<file path="config.mk">
export PLATFORM = sky130hd
export DESIGN_NAME = pfs_top
export DESIGN_NICKNAME = d
export VERILOG_FILES = /design/src/hw/pfs_regs.v /design/src/hw/pfs_sync.v /design/src/hw/pfs_top.v
export VERILOG_INCLUDE_DIRS = /design/src /design/src/hw
export SDC_FILE = /design/constraint.sdc
export NUM_CORES = 1
export LEC_CHECK = 0
export BUFFER_PORTS_ARGS = -buffer_cell sky130_fd_sc_hd__buf_2
export CAP_MARGIN = 20
export CORE_ASPECT_RATIO = 0.6
export CORE_UTILIZATION = 30
export CTS_CLUSTER_DIAMETER = 200
export CTS_CLUSTER_SIZE = 40
export DETAILED_ROUTE_END_ITERATION = 8
export PLACE_DENSITY = 0.55
export SLEW_MARGIN = 20
export SYNTH_ARGS = -nofsm -noshare
export SYNTH_HDL_FRONTEND = slang
export SYNTH_SLANG_ARGS = --single-unit
</file>
<file path="constraint.sdc">
create_clock -name CORE_CLK -period 4.1 [get_ports CORE_CLK]
set_input_delay 0.41 -clock CORE_CLK [delete_from_list [all_inputs] [get_ports CORE_CLK]]
set_output_delay 0.41 -clock CORE_CLK [all_outputs]
set_load 0.05 [all_outputs]
</file>
<file path="src/hw/pfs_defines.vh">
// Register offsets, field positions, reset values and code points for the pin function selector
`ifndef PFS_DEFINES_VH
`define PFS_DEFINES_VH
`define PFS_OFS_SEL0 8'h00
`define PFS_OFS_SEL1 8'h04
`define PFS_OFS_INSRC 8'h08
`define PFS_OFS_PA_DATA 8'h0C
`define PFS_OFS_PA_DIR 8'h10
`define PFS_OFS_PB_DATA 8'h14
`define PFS_OFS_PB_DIR 8'h18
`define PFS_OFS_PA_WAKE 8'h1C
`define PFS_OFS_BITOP 8'h20
`define PFS_OFS_SLEEP 8'h24
`define PFS_SEL_RESET 8'h00
`define PFS_PORT_RESET 8'hFF
`define PFS_SEL1_MASK 8'h3C
`define PFS_INSRC_MASK 8'h0F
`define PFS_CODE_ALT 2'h3
`define PFS_CODE_AN1 2'h2
`define PFS_F_L3 3'h6
`define PFS_F_L2 3'h4
`define PFS_F_L1 3'h2
`define PFS_F_L0 3'h0
`define PFS_F_L6 3'h4
`define PFS_F_L5 3'h2
`define PFS_B_CAP 3
`define PFS_B_TCK 2
`define PFS_B_IRQ1 1
`define PFS_B_IRQ0 0
`define PFS_RESP_OKAY 2'h0
`define PFS_RESP_SLVERR 2'h2
`endif

</file>
<file path="src/hw/pfs_regs.v">
// Port data and direction register pair with whole-byte read-modify-write of one bit
`timescale 1ns/1ps
`include "pfs_defines.vh"
module pfs_regs
#(
  parameter WIDTH = 8
)
(
  input wire clk,
  input wire rst_n,
  input wire data_we,
  input wire dir_we,
  input wire [WIDTH-1:0] wdata,
  input wire bit_we,
  input wire bit_sel_dir,
  input wire [2:0] bit_idx,
  input wire bit_val,
  input wire [WIDTH-1:0] pin_level,
  output reg [WIDTH-1:0] data,
  output reg [WIDTH-1:0] dir,
  output wire [WIDTH-1:0] readback
);
  reg [WIDTH-1:0] whole;
  reg [WIDTH-1:0] next_whole;

  // Input lines show the pin, output lines show the latch
  assign readback = (dir & pin_level) | (~dir & data);

  always @*
  begin
    whole = bit_sel_dir ? dir : readback;
    next_whole = whole;
    next_whole[bit_idx] = bit_val;
  end

  always @(posedge clk)
  begin
    if (!rst_n)
    begin
      data <= {WIDTH{1'b1}};
      dir <= {WIDTH{1'b1}};
    end
    else
    begin
      if (data_we)
        data <= wdata;
      else if (bit_we && !bit_sel_dir)
        data <= next_whole;
      if (dir_we)
        dir <= wdata;
      else if (bit_we && bit_sel_dir)
        dir <= next_whole;
    end
  end
endmodule // pfs_regs

</file>
<file path="src/hw/pfs_sync.v">
// Three-stage input synchroniser that accepts a change when stages two and three agree
`timescale 1ns/1ps
module pfs_sync
#(
  parameter WIDTH = 8
)
(
  input wire clk,
  input wire rst_n,
  input wire [WIDTH-1:0] din,
  output reg [WIDTH-1:0] dout
);
  reg [WIDTH-1:0] s1;
  reg [WIDTH-1:0] s2;
  reg [WIDTH-1:0] s3;
  integer i;

  always @(posedge clk)
  begin
    if (!rst_n)
    begin
      s1 <= {WIDTH{1'b1}};
      s2 <= {WIDTH{1'b1}};
      s3 <= {WIDTH{1'b1}};
      dout <= {WIDTH{1'b1}};
    end
    else
    begin
      s1 <= din;
      s2 <= s1;
      s3 <= s2;
      for (i = 0; i < WIDTH; i = i + 1)
        if (s2[i] == s3[i])
          dout[i] <= s3[i];
    end
  end
endmodule // pfs_sync

</file>
<file path="src/hw/pfs_top.v">
// Pin function selector: routing registers, ports A and B, wake-up, AXI4-Lite slave
//
// Implementation choices: the AXI4-Lite slave port and the register offsets.
`timescale 1ns/1ps
`include "pfs_defines.vh"
// How it works
// - Select 0 bits 7..6: line 3 analog on 11
// - Select 0 bits 5..4: line 2 analog on 11
// - Select 0 bits 3..2: line 1 analog/reference
// - Select 0 bits 1..0: line 0 analog on 11
// - Select 1 bits 5..4: line 6 timer output
// - Select 1 bits 3..2: line 5 inverted output
// - Unimplemented bits read zero, ignore writes
// - Source bit 3: capture from line 4/5
// - Source bit 2: timer clock from A3/B4
// - Source bit 1: irq1 from A4/B3
// - Source bit 0: irq0 from A3/B2
// - Inverted pin always complements main output
// - Port data and direction reset to ones
// - Bit set/clear is whole-byte read-modify-write
// - Falling edge on woken line wakes device
// - Direction 1 input, 0 CMOS output
module pfs_top
(
  input wire CORE_CLK,
  input wire RSTN,
  input wire [7:0] S_AXI_AWADDR,
  input wire S_AXI_AWVALID,
  output reg S_AXI_AWREADY,
  input wire [31:0] S_AXI_WDATA,
  input wire [3:0] S_AXI_WSTRB,
  input wire S_AXI_WVALID,
  output reg S_AXI_WREADY,
  output reg [1:0] S_AXI_BRESP,
  output reg S_AXI_BVALID,
  input wire S_AXI_BREADY,
  input wire [7:0] S_AXI_ARADDR,
  input wire S_AXI_ARVALID,
  output reg S_AXI_ARREADY,
  output reg [31:0] S_AXI_RDATA,
  output reg [1:0] S_AXI_RRESP,
  output reg S_AXI_RVALID,
  input wire S_AXI_RREADY,
  input wire [7:0] PA_IN,
  output reg [7:0] PA_OUT,
  output reg [7:0] PA_OE,
  input wire [7:0] PB_IN,
  output reg [7:0] PB_OUT,
  output reg [7:0] PB_OE,
  output reg [3:0] ANALOG_CHANNEL_EN,
  output reg REFERENCE_INPUT_EN,
  input wire TIMER_MAIN_OUTPUT,
  output reg TIMER_EXTERNAL_CLOCK_INPUT,
  output reg TIMER_CAPTURE_INPUT,
  output reg EXTERNAL_INTERRUPT_0,
  output reg EXTERNAL_INTERRUPT_1,
  output reg WAKE_UP
);
  reg [7:0] port_a_output_select_0;
  reg [7:0] port_a_output_select_1;
  reg [7:0] input_source_select;
  reg [7:0] pa_wake;
  reg sleep_mode;
  reg [7:0] pa_prev;
  reg aw_held;
  reg w_held;
  reg [7:0] aw_addr;
  reg [31:0] w_data;
  reg [3:0] w_strb;
  wire [7:0] pa_sync;
  wire [7:0] pb_sync;
  wire [7:0] pa_data;
  wire [7:0] pa_dir;
  wire [7:0] pa_rb;
  wire [7:0] pb_data;
  wire [7:0] pb_dir;
  wire [7:0] pb_rb;
  wire do_write;
  wire wr_lane0;
  wire bitop_we;
  reg [7:0] next_pa_out;
  reg [7:0] next_pa_oe;
  reg [7:0] next_rdata;
  reg rd_hit;

  function alt_code;
    input [7:0] reg_val;
    input [2:0] pos;
    begin
      alt_code = (reg_val[pos +: 2] == `PFS_CODE_ALT);
    end
  endfunction

  function wr_known;
    input [7:0] addr;
    begin
      wr_known = (addr == `PFS_OFS_SEL0) || (addr == `PFS_OFS_SEL1) || (addr == `PFS_OFS_INSRC) ||
                 (addr == `PFS_OFS_PA_DATA) || (addr == `PFS_OFS_PA_DIR) || (addr == `PFS_OFS_PB_DATA) ||
                 (addr == `PFS_OFS_PB_DIR) || (addr == `PFS_OFS_PA_WAKE) || (addr == `PFS_OFS_BITOP) ||
                 (addr == `PFS_OFS_SLEEP);
    end
  endfunction

  pfs_sync #(.WIDTH(8)) u_sync_a
  (
    .clk(CORE_CLK),
    .rst_n(RSTN),
    .din(PA_IN),
    .dout(pa_sync)
  );

  pfs_sync #(.WIDTH(8)) u_sync_b
  (
    .clk(CORE_CLK),
    .rst_n(RSTN),
    .din(PB_IN),
    .dout(pb_sync)
  );

  // Both channels must be held before a write commits; either may arrive first
  assign do_write = aw_held && w_held && !S_AXI_BVALID;
  assign wr_lane0 = do_write && w_strb[0];
  // Bit op word: [0] value, [3:1] index, [4] 1=direction, [5] 1=port B
  assign bitop_we = wr_lane0 && (aw_addr == `PFS_OFS_BITOP);

  pfs_regs #(.WIDTH(8)) u_port_a
  (
    .clk(CORE_CLK),
    .rst_n(RSTN),
    .data_we(wr_lane0 && (aw_addr == `PFS_OFS_PA_DATA)),
    .dir_we(wr_lane0 && (aw_addr == `PFS_OFS_PA_DIR)),
    .wdata(w_data[7:0]),
    .bit_we(bitop_we && !w_data[5]),
    .bit_sel_dir(w_data[4]),
    .bit_idx(w_data[3:1]),
    .bit_val(w_data[0]),
    .pin_level(pa_sync),
    .data(pa_data),
    .dir(pa_dir),
    .readback(pa_rb)
  );

  pfs_regs #(.WIDTH(8)) u_port_b
  (
    .clk(CORE_CLK),
    .rst_n(RSTN),
    .data_we(wr_lane0 && (aw_addr == `PFS_OFS_PB_DATA)),
    .dir_we(wr_lane0 && (aw_addr == `PFS_OFS_PB_DIR)),
    .wdata(w_data[7:0]),
    .bit_we(bitop_we && w_data[5]),
    .bit_sel_dir(w_data[4]),
    .bit_idx(w_data[3:1]),
    .bit_val(w_data[0]),
    .pin_level(pb_sync),
    .data(pb_data),
    .dir(pb_dir),
    .readback(pb_rb)
  );

  always @(posedge CORE_CLK)
  begin
    if (!RSTN)
    begin
      S_AXI_AWREADY <= 1'b0;
      S_AXI_WREADY <= 1'b0;
      S_AXI_BVALID <= 1'b0;
      S_AXI_BRESP <= `PFS_RESP_OKAY;
      aw_held <= 1'b0;
      w_held <= 1'b0;
      aw_addr <= 8'h00;
      w_data <= 32'h0000_0000;
      w_strb <= 4'h0;
      port_a_output_select_0 <= `PFS_SEL_RESET;
      port_a_output_select_1 <= `PFS_SEL_RESET;
      input_source_select <= `PFS_SEL_RESET;
      pa_wake <= 8'h00;
      sleep_mode <= 1'b0;
    end
    else
    begin
      S_AXI_AWREADY <= !aw_held && !S_AXI_AWREADY && S_AXI_AWVALID;
      S_AXI_WREADY <= !w_held && !S_AXI_WREADY && S_AXI_WVALID;
      if (S_AXI_AWVALID && S_AXI_AWREADY)
      begin
        aw_held <= 1'b1;
        aw_addr <= {S_AXI_AWADDR[7:2], 2'b00};
      end
      if (S_AXI_WVALID && S_AXI_WREADY)
      begin
        w_held <= 1'b1;
        w_data <= S_AXI_WDATA;
        w_strb <= S_AXI_WSTRB;
      end
      if (do_write)
      begin
        aw_held <= 1'b0;
        w_held <= 1'b0;
        S_AXI_BVALID <= 1'b1;
        S_AXI_BRESP <= wr_known(aw_addr) ? `PFS_RESP_OKAY : `PFS_RESP_SLVERR;
        if (w_strb[0])
        begin
          case (aw_addr)
            `PFS_OFS_SEL0: port_a_output_select_0 <= w_data[7:0];
            `PFS_OFS_SEL1: port_a_output_select_1 <= w_data[7:0] & `PFS_SEL1_MASK;
            `PFS_OFS_INSRC: input_source_select <= w_data[7:0] & `PFS_INSRC_MASK;
            `PFS_OFS_PA_WAKE: pa_wake <= w_data[7:0];
            `PFS_OFS_SLEEP: sleep_mode <= w_data[0];
            default: sleep_mode <= sleep_mode;
          endcase
        end
      end
      else if (S_AXI_BVALID && S_AXI_BREADY)
        S_AXI_BVALID <= 1'b0;
      // A wake event ends sleep; it wins over a software write in the same cycle
      if (WAKE_UP)
        sleep_mode <= 1'b0;
    end
  end

  always @*
  begin
    rd_hit = 1'b1;
    case ({S_AXI_ARADDR[7:2], 2'b00})
      `PFS_OFS_SEL0: next_rdata = port_a_output_select_0;
      `PFS_OFS_SEL1: next_rdata = port_a_output_select_1;
      `PFS_OFS_INSRC: next_rdata = input_source_select;
      `PFS_OFS_PA_DATA: next_rdata = pa_rb;
      `PFS_OFS_PA_DIR: next_rdata = pa_dir;
      `PFS_OFS_PB_DATA: next_rdata = pb_rb;
      `PFS_OFS_PB_DIR: next_rdata = pb_dir;
      `PFS_OFS_PA_WAKE: next_rdata = pa_wake;
      `PFS_OFS_BITOP: next_rdata = 8'h00;
      `PFS_OFS_SLEEP: next_rdata = {7'h00, sleep_mode};
      default:
      begin
        next_rdata = 8'h00;
        rd_hit = 1'b0;
      end
    endcase
  end

  always @(posedge CORE_CLK)
  begin
    if (!RSTN)
    begin
      S_AXI_ARREADY <= 1'b0;
      S_AXI_RVALID <= 1'b0;
      S_AXI_RDATA <= 32'h0000_0000;
      S_AXI_RRESP <= `PFS_RESP_OKAY;
    end
    else
    begin
      S_AXI_ARREADY <= !S_AXI_ARREADY && !S_AXI_RVALID && S_AXI_ARVALID;
      if (S_AXI_ARVALID && S_AXI_ARREADY)
      begin
        S_AXI_RVALID <= 1'b1;
        S_AXI_RDATA <= {24'h00_0000, next_rdata};
        S_AXI_RRESP <= rd_hit ? `PFS_RESP_OKAY : `PFS_RESP_SLVERR;
      end
      else if (S_AXI_RVALID && S_AXI_RREADY)
        S_AXI_RVALID <= 1'b0;
    end
  end

  // Pin drive: analog and reference functions release the driver; digital inputs rely on the direction bit
  always @*
  begin
    next_pa_out = pa_data;
    next_pa_oe = ~pa_dir;
    if (alt_code(port_a_output_select_0, `PFS_F_L3))
      next_pa_oe[3] = 1'b0;
    if (alt_code(port_a_output_select_0, `PFS_F_L2))
      next_pa_oe[2] = 1'b0;
    if (port_a_output_select_0[`PFS_F_L1 +: 2] >= `PFS_CODE_AN1)
      next_pa_oe[1] = 1'b0;
    if (alt_code(port_a_output_select_0, `PFS_F_L0))
      next_pa_oe[0] = 1'b0;
    if (alt_code(port_a_output_select_1, `PFS_F_L6))
    begin
      next_pa_out[6] = TIMER_MAIN_OUTPUT;
      next_pa_oe[6] = 1'b1;
    end
    if (alt_code(port_a_output_select_1, `PFS_F_L5))
    begin
      next_pa_out[5] = ~TIMER_MAIN_OUTPUT;
      next_pa_oe[5] = 1'b1;
    end
  end

  // All routing is registered, so each pin changes once, one cycle after the write
  always @(posedge CORE_CLK)
  begin
    if (!RSTN)
    begin
      PA_OUT <= `PFS_PORT_RESET;
      PA_OE <= 8'h00;
      PB_OUT <= `PFS_PORT_RESET;
      PB_OE <= 8'h00;
      ANALOG_CHANNEL_EN <= 4'h0;
      REFERENCE_INPUT_EN <= 1'b0;
      TIMER_EXTERNAL_CLOCK_INPUT <= 1'b1;
      TIMER_CAPTURE_INPUT <= 1'b1;
      EXTERNAL_INTERRUPT_0 <= 1'b1;
      EXTERNAL_INTERRUPT_1 <= 1'b1;
      WAKE_UP <= 1'b0;
      pa_prev <= 8'hFF;
    end
    else
    begin
      PA_OUT <= next_pa_out;
      PA_OE <= next_pa_oe;
      PB_OUT <= pb_data;
      PB_OE <= ~pb_dir;
      ANALOG_CHANNEL_EN[3] <= alt_code(port_a_output_select_0, `PFS_F_L3);
      ANALOG_CHANNEL_EN[2] <= alt_code(port_a_output_select_0, `PFS_F_L2);
      ANALOG_CHANNEL_EN[1] <= (port_a_output_select_0[`PFS_F_L1 +: 2] == `PFS_CODE_AN1);
      ANALOG_CHANNEL_EN[0] <= alt_code(port_a_output_select_0, `PFS_F_L0);
      REFERENCE_INPUT_EN <= alt_code(port_a_output_select_0, `PFS_F_L1);
      // Digital inputs share the GPIO code; software keeps the direction bit at input
      TIMER_CAPTURE_INPUT <= input_source_select[`PFS_B_CAP] ? pa_sync[5] : pa_sync[4];
      TIMER_EXTERNAL_CLOCK_INPUT <= input_source_select[`PFS_B_TCK] ? pb_sync[4] : pa_sync[3];
      EXTERNAL_INTERRUPT_1 <= input_source_select[`PFS_B_IRQ1] ? pb_sync[3] : pa_sync[4];
      EXTERNAL_INTERRUPT_0 <= input_source_select[`PFS_B_IRQ0] ? pb_sync[2] : pa_sync[3];
      pa_prev <= pa_sync;
      // Edge is on the filtered level, so a glitch seen at only one clock edge never wakes
      WAKE_UP <= sleep_mode && |(pa_wake & pa_prev & ~pa_sync);
    end
  end
endmodule // pfs_top

</file>
# [After elaboration in Yosys (flattened, before gate mapping)]
# Index checks and enable logic that the tools add are counted.
[totals] ff_bits=205 out_inout_bits=83 input_bits=76
[classes] reduce_logical=66 n_eq_ne=41 bitwise=13 n_lt_le_gt_ge=3 mux=30
[op_table] cell="2-to-1 mux 8 bit" count=10
[op_table] cell="case mux 8 bit (9 select lines)" count=1
[op_table] cell="bitwise AND 8 bit" count=6
[op_table] cell="== test 6 x 3 -> 1 bit (second input constant)" count=8
[op_table] cell="logical AND 1 bit" count=27
[op_table] cell="== test 6 x 2 -> 1 bit (second input constant)" count=4
[op_table] cell="== test 6 x 4 -> 1 bit (second input constant)" count=4
[op_table] cell="inverter 8 bit" count=3
[op_table] cell="bitwise mux 8 bit" count=2
[op_table] cell="== test 1 bit" count=16
[op_table] cell="bitwise OR 8 bit" count=2
[op_table] cell="AND reduction 3 bit" count=5
[op_table] cell="== test 2 bit (second input constant)" count=7
[op_table] cell="2-to-1 mux 1 bit" count=14
[op_table] cell="== test 6 x 1 -> 1 bit (second input constant)" count=2
[op_table] cell="nonzero test 2 bit" count=6
[op_table] cell="OR reduction 2 bit" count=6
[op_table] cell="OR reduction 10 bit" count=1
[op_table] cell="zero test 1 bit" count=9
[op_table] cell="logical OR 1 bit" count=9
[op_table] cell="zero test 8 bit" count=1
[op_table] cell="OR reduction 8 bit" count=1
[op_table] cell="zero test 6 bit" count=1
[op_table] cell="less-than comparator 3 x 4 -> 1 bit (second input constant)" count=1
[op_table] cell="5 further kinds" count=7

# [Logic depth before layout (Yosys ltp)]
# Gate-level depths: netlist (run 1).
[logic_depth] word_depth=11 ltp_mapped=7 depth_no_buf=5

# [Hierarchy]
# Synthesis (run 1) repeated with hierarchy kept, for this count alone.
[hier_totals] cells_unflattened=887 hier_area_um2=8310.5
[modules_own_cells] module="pfs_top" seq_area_each_um2=2142.1 area_per_inst_um2=4361.7 instances=1 cells_per_inst=487
[modules_own_cells] module="pfs_sync" seq_area_each_um2=640.6 area_per_inst_um2=917.1 instances=2 cells_per_inst=83
[modules_own_cells] module="pfs_regs at u_port_a" seq_area_each_um2=320.3 area_per_inst_um2=1064.8 instances=1 cells_per_inst=121
[modules_own_cells] module="pfs_regs at u_port_b" seq_area_each_um2=320.3 area_per_inst_um2=1049.8 instances=1 cells_per_inst=113

# [Worst setup path before layout (run 1)]
# OpenSTA, ideal clock, no wires.
[synth_timing] path_type="reg-to-reg" start="reg S_AXI_BVALID" end="reg u_port_a.data[2]" arrival_time_ns=1.791 slack_ns=2.189 stages_incl_launch_ff=8 required_ns=3.980 setup_ns=0.120 cell_sequence="dfxtp_1 and3b_1 clkbuf_1 and4_1 clkbuf_1 nand2_1 nand2_1 a211o_1"
[synth_between] elab_chain_len=7 word_cells_on_any_way=9 cone_classes="1 x mux; 8 x reduce/logical"
[synth_lines] item="start: declaration" line="pfs_top.v:35" text="output reg S_AXI_BVALID,"
[synth_lines] item="start signal: assignment" line="pfs_top.v:166" text="S_AXI_BVALID <= 1'b0;"
[synth_lines] item="start signal: assignment" line="pfs_top.v:198" text="S_AXI_BVALID <= 1'b1;"
[synth_lines] item="start signal: assignment" line="pfs_top.v:213" text="S_AXI_BVALID <= 1'b0;"
[synth_lines] item="zero test 1 bit *" line="pfs_top.v:121" text="assign do_write = aw_held && w_held && !S_AXI_BVALID;"
[synth_lines] item="logical AND 1 bit *" line="pfs_top.v:121"
[synth_lines] item="logical AND 1 bit *" line="pfs_top.v:122" text="assign wr_lane0 = do_write && w_strb[0];"
[synth_lines] item="logical AND 1 bit" line="pfs_top.v:124" text="assign bitop_we = wr_lane0 && (aw_addr == `PFS_OFS_BITOP);"
[synth_lines] item="logical AND 1 bit" line="pfs_top.v:133" text=".bit_we(bitop_we && !w_data[5]),"
[synth_lines] item="logical AND 1 bit" line="pfs_regs.v:47" text="else if (bit_we && !bit_sel_dir)"
[synth_lines] item="nonzero test 2 bit (no line)"
[synth_lines] item="end signal: assignment" line="pfs_regs.v:40" text="data <= {WIDTH{1'b1}};"
[synth_lines] item="end signal: assignment" line="pfs_regs.v:46" text="data <= wdata;"
[synth_lines] item="end signal: assignment" line="pfs_regs.v:48" text="data <= next_whole;"
[synth_lines] item="end: declaration" line="pfs_regs.v:19" text="output reg [WIDTH-1:0] data,"
# Every way passes the cells marked *; elsewhere a longest branch is shown, timed or not.
# A chain may end at the register's enable or synchronous reset.

# [Final worst setup path (run 1)]
[layout_timing] start="reg w_strb[0]" end="reg u_port_b.data[3]"
[layout_between] elab_chain_len=5 word_cells_on_any_way=7 cone_classes="1 x mux; 6 x reduce/logical"
[layout_lines] item="start: declaration" line="pfs_top.v:69" text="reg [3:0] w_strb;"
[layout_lines] item="start signal: assignment" line="pfs_top.v:172" text="w_strb <= 4'h0;"
[layout_lines] item="start signal: assignment" line="pfs_top.v:192" text="w_strb <= S_AXI_WSTRB;"
[layout_lines] item="logical AND 1 bit *" line="pfs_top.v:122"
[layout_lines] item="logical AND 1 bit" line="pfs_top.v:124"
[layout_lines] item="logical AND 1 bit" line="pfs_top.v:150" text=".bit_we(bitop_we && w_data[5]),"
[layout_lines] item="logical AND 1 bit" line="pfs_regs.v:47"
[layout_lines] item="nonzero test 2 bit (no line)"
[layout_lines] item="end signal: assignment" line="pfs_regs.v:40"
[layout_lines] item="end signal: assignment" line="pfs_regs.v:46"
[layout_lines] item="end signal: assignment" line="pfs_regs.v:48"
[layout_lines] item="end: declaration" line="pfs_regs.v:19"
# Marked as above.

==> results.py, run 1 <==
metrics = {
    "clock_tree": {
        "clkTransAtPathRegs_ns": 0.14,
        "cts_buffers": 9,
        "post_cts_buffers": 0,
        "post_cts_resized": 0,
        "insertion_delay_ns": 0.49,
        "holdBufCountCts": 0,
        "h-tree-depth": 1,
        "clock-sinks": 203,
        "cts_root_buf": "clkbuf_16",
        "cts_tree": "done",
        "clk_path_buf_depth": 3,
    },
    "timing": {
        "period_share": 0.6742,
        "finalHoldViolCount": 0,
        "rsz0062_at_grt": "no",
        "min_period_ns": 2.764,
        "relSlewSlack": 0.3292,
        "fmax_mhz": 361.8,
        "worstMarginPinSlew_ns": 1.004,
        "clock_skew_ns": 0.06924,
        "setup_violations": 0,
        "totalNegativeSetupSlack_ns": 0,
        "maxSlewViolCount": 0,
    },
    "cells_and_area": {
        "drive_gt1_frac": 0.1313,
        "stdcell_area_sq_mm": 0.009161,
        "nets": 1067,
        "area_growth_pct": 11.53,
        "final_common_cell": "dfxtp_1",
        "mostFrequentLayoutCells": "dfxtp_1 (203), nand2_1 (112), buf_2 (100), nand2b_1 (78), nor2_1 (73)",
    },
    "yosys": {
        "synth-seq-cells": 203,
        "synth-async-reset-ratio": 0,
        "ys.flop_type": "dfxtp_1",
        "synthesis.area_sq_mm": 0.008214,
        "yosysTopAreaCell": "dfxtp_1",
        "ys_warn_count": 0,
        "synthTopCellsByArea": "dfxtp_1 (49%), nand2b_1 (5.9%), mux2i_1 (5.8%), nand2_1 (5.1%), a21oi_1 (4.3%)",
        "avgSynthCellArea_sq_um": 8.813,
        "synth-seq-area-share": 0.4947,
        "synth_cell_types": 60,
        "synth_top_cell_area_share": 0.4947,
        "synth_edf_count": 0,
        "synth_cells": 932,
    },
    "power": {
        "switching_share": 0.2506,
        "internal_power_mw": 2.475,
        "sequentialPowerShare": 0.614,
        "pwr-share-clk": 0.318,
        "pwr-share-comb": 0.068,
        "irDropWorstVdd_uv": 255.9,
        "p_total_mw": 3.303,
        "p_leak_nw": 3.449,
        "powerDensity_mw_per_mm2": 360.5,
        "p_switching_mw": 0.8276,
    },
    "routing": {
        "drc": 0,
        "wirelength_um": 24480,
        "viasPerCell": 5.018,
        "drtIter0Drc": 771,
        "vias": 6779,
        "dr.pass1.iters": 6,
        "drtAntennaViolNets": 0,
        "wl_per_cell_um": 18.12,
    },
    "critical_path": {
        "path_cells": "or4b_4, nor3_4, and4_1, mux2i_1, o211ai_1",
        "worstSetupEndpointType": "flip-flop",
        "worstPathRequired_ns": 4.44,
        "max_stage_delay_ns": 0.73,
        "crit_family": "simple AND/OR/NAND/NOR gates",
        "cp.arrival_ns": 3.11,
        "r2r_slack_ns": 1.34,
        "path_max_fanout": 16,
        "slowest_stage": "and4_1",
        "worstSetupPathType": "reg -> reg",
        "startpoint_type": "flip-flop",
        "crit_buf_inv": 0,
    },
    "floorplan": {
        "dieArea_sq_mm": 0.02807,
        "pin_count": 159,
        "die_w_um": 215.6,
        "core_area_sq_mm": 0.02665,
        "die_height_um": 130.2,
        "rows": 46,
        "start_util": 0.3082,
    },
    "global_route": {
        "grt_pass1_wl_um": 37050,
        "grtUsageTotal": 0.1714,
        "grt_pass1_vias": 6251,
        "overflow": 0,
        "grt_max_degree": 135,
        "antenna_found_initial": 0,
    },
    "worst_hold_path": {
        "min_path_type": "in -> reg",
    },
    "run_status": {
        "status": "completed",
    },
    "placed_design": {
        "dpl_cell_area_sq_mm": 0.008904,
        "gp_congestion": 0.9247,
        "dpl.hpwl_um": 17480,
        "port_buffers": 101,
    },
    "job": {
        "drv_cap": 0,
    },
}
## layer usage
layer | global-route usage | wire length, um
met2 | 0.2404 | 9383
met4 | 0.03546 | 412
met5 | 0 | 0
met1 | 0.2574 | 12240
met3 | 0.04592 | 2440
## power by group through the flow
stage	sequential (mW)	clock (mW)	combinational, mW
2_1_floorplan	2.07	0	0.178
3_3_place_gp	2.07	0	0.223
3_5_place_dp	2.07	0	0.224
4_1_cts	2.03	1.09	0.224
5_1_grt	2.03	1.15	0.243
6_report	2.03	1.05	0.224
## kinds of logic (layout without fill, tap and decap cells)
family | Yosys count | in the layout | share of synthesized area
mux | 51 | 51 | 0.06260
simple gates | 363 | 363 | 0.2244
buf+inv | 98 | 131 | 0.05803
other cells | 1 | 27 | 0.0004565
compound gates | 216 | 216 | 0.1598
flops | 203 | 203 | 0.4947
## path summary, 6_finish.rpt
kind	from	end	cells after the start
worst max-delay path	w_strb[0]	u_port_b.data[3]	5
worst min-delay path	PB_IN[5]	u_sync_b.s1[5]	2
worst max register to register	w_strb[0]	u_port_b.data[3]	5
worst min register to register	u_sync_b.s1[0]	u_sync_b.s2[0]	1
## cell usage after synthesis (5+ instances only)
cell and number:
dfxtp_1 203, nand2_1 112, nand2b_1 78, nor2_1 73
a21oi_1 71, o21ai_0 64, clkbuf_1 53, mux2i_1 48
nand3_1 35, buf_4 28, o211ai_1 13, inv_1 12
a31oi_1 10, a211o_1 9, and3_1 9, nor3_1 9
nor2b_1 8, o22ai_1 7, a211oi_1 6, nand3b_1 6
a221o_1 5, a22o_1 5, and2_1 5
## per-stage QoR
stage,util,setup WS [ns],instances,hold slack (ns)
finish,0.3438,1.336,1351,0.09736
global route,0.3437,1.141,1350,0.08614
CTS,0.3437,1.371,1350,0.08429
detailed placement,0.3341,1.397,1340,0.3937
global placement,0.3341,1.454,1340,0.3937
floorplan,-,2.189,957,0.3863
## layout make-up
cell class                      count  area (sq um)
Antenna cell                        1         2.502
Clock buffer                        9         225.2
Clock inverter                      1         30.03
Fill cell                        2838         17490
Inverter                           13         48.80
Multi-Input combinational cell    656          3767
Sequential cell                   203          4064
Tap cell                          360         450.4
Timing Repair Buffer              108         573.1
(Power assumes the default switching activity.)
==> inputs of run 2 (changes only) <==
--- a/config.mk
+++ b/config.mk
@@ -13,7 +13,7 @@
 export CTS_CLUSTER_DIAMETER = 200
 export CTS_CLUSTER_SIZE = 40
 export DETAILED_ROUTE_END_ITERATION = 8
-export PLACE_DENSITY = 0.55
+export PLACE_DENSITY = 0.56
 export SLEW_MARGIN = 20
 export SYNTH_ARGS = -nofsm -noshare
 export SYNTH_HDL_FRONTEND = slang
==> constraint.sdc (replaced) <==
create_clock -name CORE_CLK -period 2.2 [get_ports CORE_CLK]
set_input_delay 0.22 -clock CORE_CLK [delete_from_list [all_inputs] [get_ports CORE_CLK]]
set_output_delay 0.22 -clock CORE_CLK [all_outputs]
set_load 0.05 [all_outputs]
==> run 2 against run 1 <==
Net effect:
- clock skew grew 0.0046 ns
- worst hold slack lost 0.066 ns
- cell area grew 7.0%
- highest routed layer unchanged
- cell count is 5.1% higher
- clock-buffer cell count did not move
- sequential share of layout area down 2.9 points
- combinational power increased by 120%
- core utilization increased by 2.4 points
- critical path type unchanged
- power is 89% higher
- clock power up 87%
==> results.py, run 2 (synthesis gave the netlist of run 1 again) <==
metrics = {
    "routing": {
        "drtAntennaViolNets": 0,
        "viasPerCell": 4.923,
        "drtIter0Drc": 750,
        "dr.pass1.iters": 4,
        "vias": 6991,
        "wirelength_um": 24940,
        "wl_per_cell_um": 17.56,
        "drc": 0,
    },
    "timing": {
        "maxSlewViolCount": 0,
        "min_period_ns": 2.123,
        "final.setup.worst_slack_ns": 0.07687,
        "rsz0062_at_grt": "no",
        "relSlewSlack": 0.4658,
        "finalHoldViolCount": 0,
        "clock_skew_ns": 0.07381,
        "totalNegativeSetupSlack_ns": 0,
        "worstMarginPinSlew_ns": 0.8003,
        "period_share": 0.9651,
        "hold_slack_ns": 0.03146,
        "setup_violations": 0,
        "fmax_mhz": 471.0,
    },
    "clock_tree": {
        "h-tree-depth": 1,
        "cts_tree": "done",
        "clock-sinks": 203,
        "insertion_delay_ns": 0.50,
        "cts_buffers": 9,
        "clk_path_buf_depth": 3,
        "post_cts_buffers": 0,
        "cts_root_buf": "clkbuf_16",
        "clkTransAtPathRegs_ns": 0.15,
    },
    "cells_and_area": {
        "area_growth_pct": 19.39,
        "n_antenna_cell": 0,
        "nets": 1137,
        "drive_gt1_frac": 0.1566,
        "mostFrequentLayoutCells": "dfxtp_1 (203), nand2_1 (112), buf_2 (100), nand2b_1 (78), nor2_1 (73)",
        "final_common_cell": "dfxtp_1",
        "utilization": 0.3680,
    },
    "job": {
        "drv_cap": 0,
    },
    "power": {
        "internal_power_mw": 4.672,
        "p_leak_nw": 3.789,
        "pwr-share-clk": 0.315,
        "p_switching_mw": 1.559,
        "p_total_mw": 6.231,
        "switching_share": 0.2503,
        "powerDensity_mw_per_mm2": 635.4,
        "pwr-share-comb": 0.080,
        "sequentialPowerShare": 0.605,
        "irDropWorstVdd_uv": 466.3,
    },
    "floorplan": {
        "pin_count": 159,
        "dieArea_sq_mm": 0.02807,
        "die_w_um": 215.6,
        "core_area_sq_mm": 0.02665,
        "rows": 46,
        "die_height_um": 130.2,
        "start_util": 0.3082,
    },
    "placed_design": {
        "dpl.hpwl_um": 18420,
        "port_buffers": 101,
        "gp_congestion": 0.9402,
        "dp_slack_ns": 0.1607,
    },
    "critical_path": {
        "max_stage_delay_ns": 0.50,
        "r2r_slack_ns": 0.08,
        "path_max_fanout": 13,
        "worstSetupPathType": "reg -> reg",
        "startpoint_type": "flip-flop",
        "slowest_stage": "or4b_4",
        "worstSetupEndpointType": "flip-flop",
        "worstPathRequired_ns": 2.58,
        "cp.arrival_ns": 2.51,
        "path_cells": "or4b_4, nor3_4, buf_4, nand3_2, and2_1, a211o_1",
    },
    "global_route": {
        "grt_pass1_wl_um": 37810,
        "grt_pass1_vias": 6324,
        "antenna_found_initial": 1,
        "grt_max_degree": 96,
        "grtUsageTotal": 0.1755,
        "overflow": 0,
    },
    "worst_hold_path": {
        "min_path_type": "in -> reg",
    },
    "run_status": {
        "status": "completed",
    },
}
## run 2: cell types whose count changed in the layout (fill, tap and decap cells not counted)
cell,previous run,this run
buf_4,7,40
diode_2,1,0
buf_12,1,4
dlygate4sd3_1,0,34
## run 2: what timing repair did
item                                   4_1_cts  5_1_grt
hold buffers                                34        0
gates resized for setup                      0        0
endpoints found under the hold margin       35        0
setup endpoints to repair                    0        0
## run 2: cell type report
type / count / area, sq um
multi-input combinational: 656 / 3767
timing repair buffer: 178 / 1221
inverter: 13 / 48.80
sequential: 203 / 4064
clock inverter: 1 / 30.03
fill: 2789 / 16840
tap: 360 / 450.4
clock buffer: 9 / 225.2
## run 2: power groups by stage
stage / clock (mW) / combinational [mW] / sequential [mW]
2_1_floorplan: 0 / 0.332 / 3.85
3_3_place_gp: 0 / 0.444 / 3.85
3_5_place_dp: 0 / 0.445 / 3.85
4_1_cts: 2.03 / 0.493 / 3.77
5_1_grt: 2.16 / 0.536 / 3.78
6_report: 1.96 / 0.496 / 3.77
## run 2: worst paths after layout
kind              cells after the start          endpoint            from
hold reg to reg                       1    u_sync_b.s2[3]  u_sync_b.s1[3]
setup / recovery                      6  u_port_a.data[3]       w_strb[0]
setup reg to reg                      6  u_port_a.data[3]       w_strb[0]
hold / removal                        3      S_AXI_WREADY    S_AXI_WVALID
## run 2: worst max-delay path: cells and delay by family (launching register included)
family                 cells  cell delay (ns)
AO/OA/AOI/OAI              1             0.29
buffers and inverters      1             0.25
flip-flops                 1             0.42
AND/OR/NAND/NOR            4             1.06
## run 2: stage by stage
step / cells / cell area (sq um)
6_report: 1420 / 9807
5_1_grt: 1420 / 9807
3_5_place_dp: 1376 / 9211
4_1_cts: 1420 / 9807
3_3_place_gp: 1376 / 9211
2_1_floorplan: 957 / 8308
## run 2: per-layer routing
metal	vias to the layer above	wire length, um	GRT usage
met2	263	9616	0.2410
li1	3432	-	-
met5	-	0	0
met1	3275	12370	0.2665
met3	21	2642	0.05291
met4	0	306	0.02879
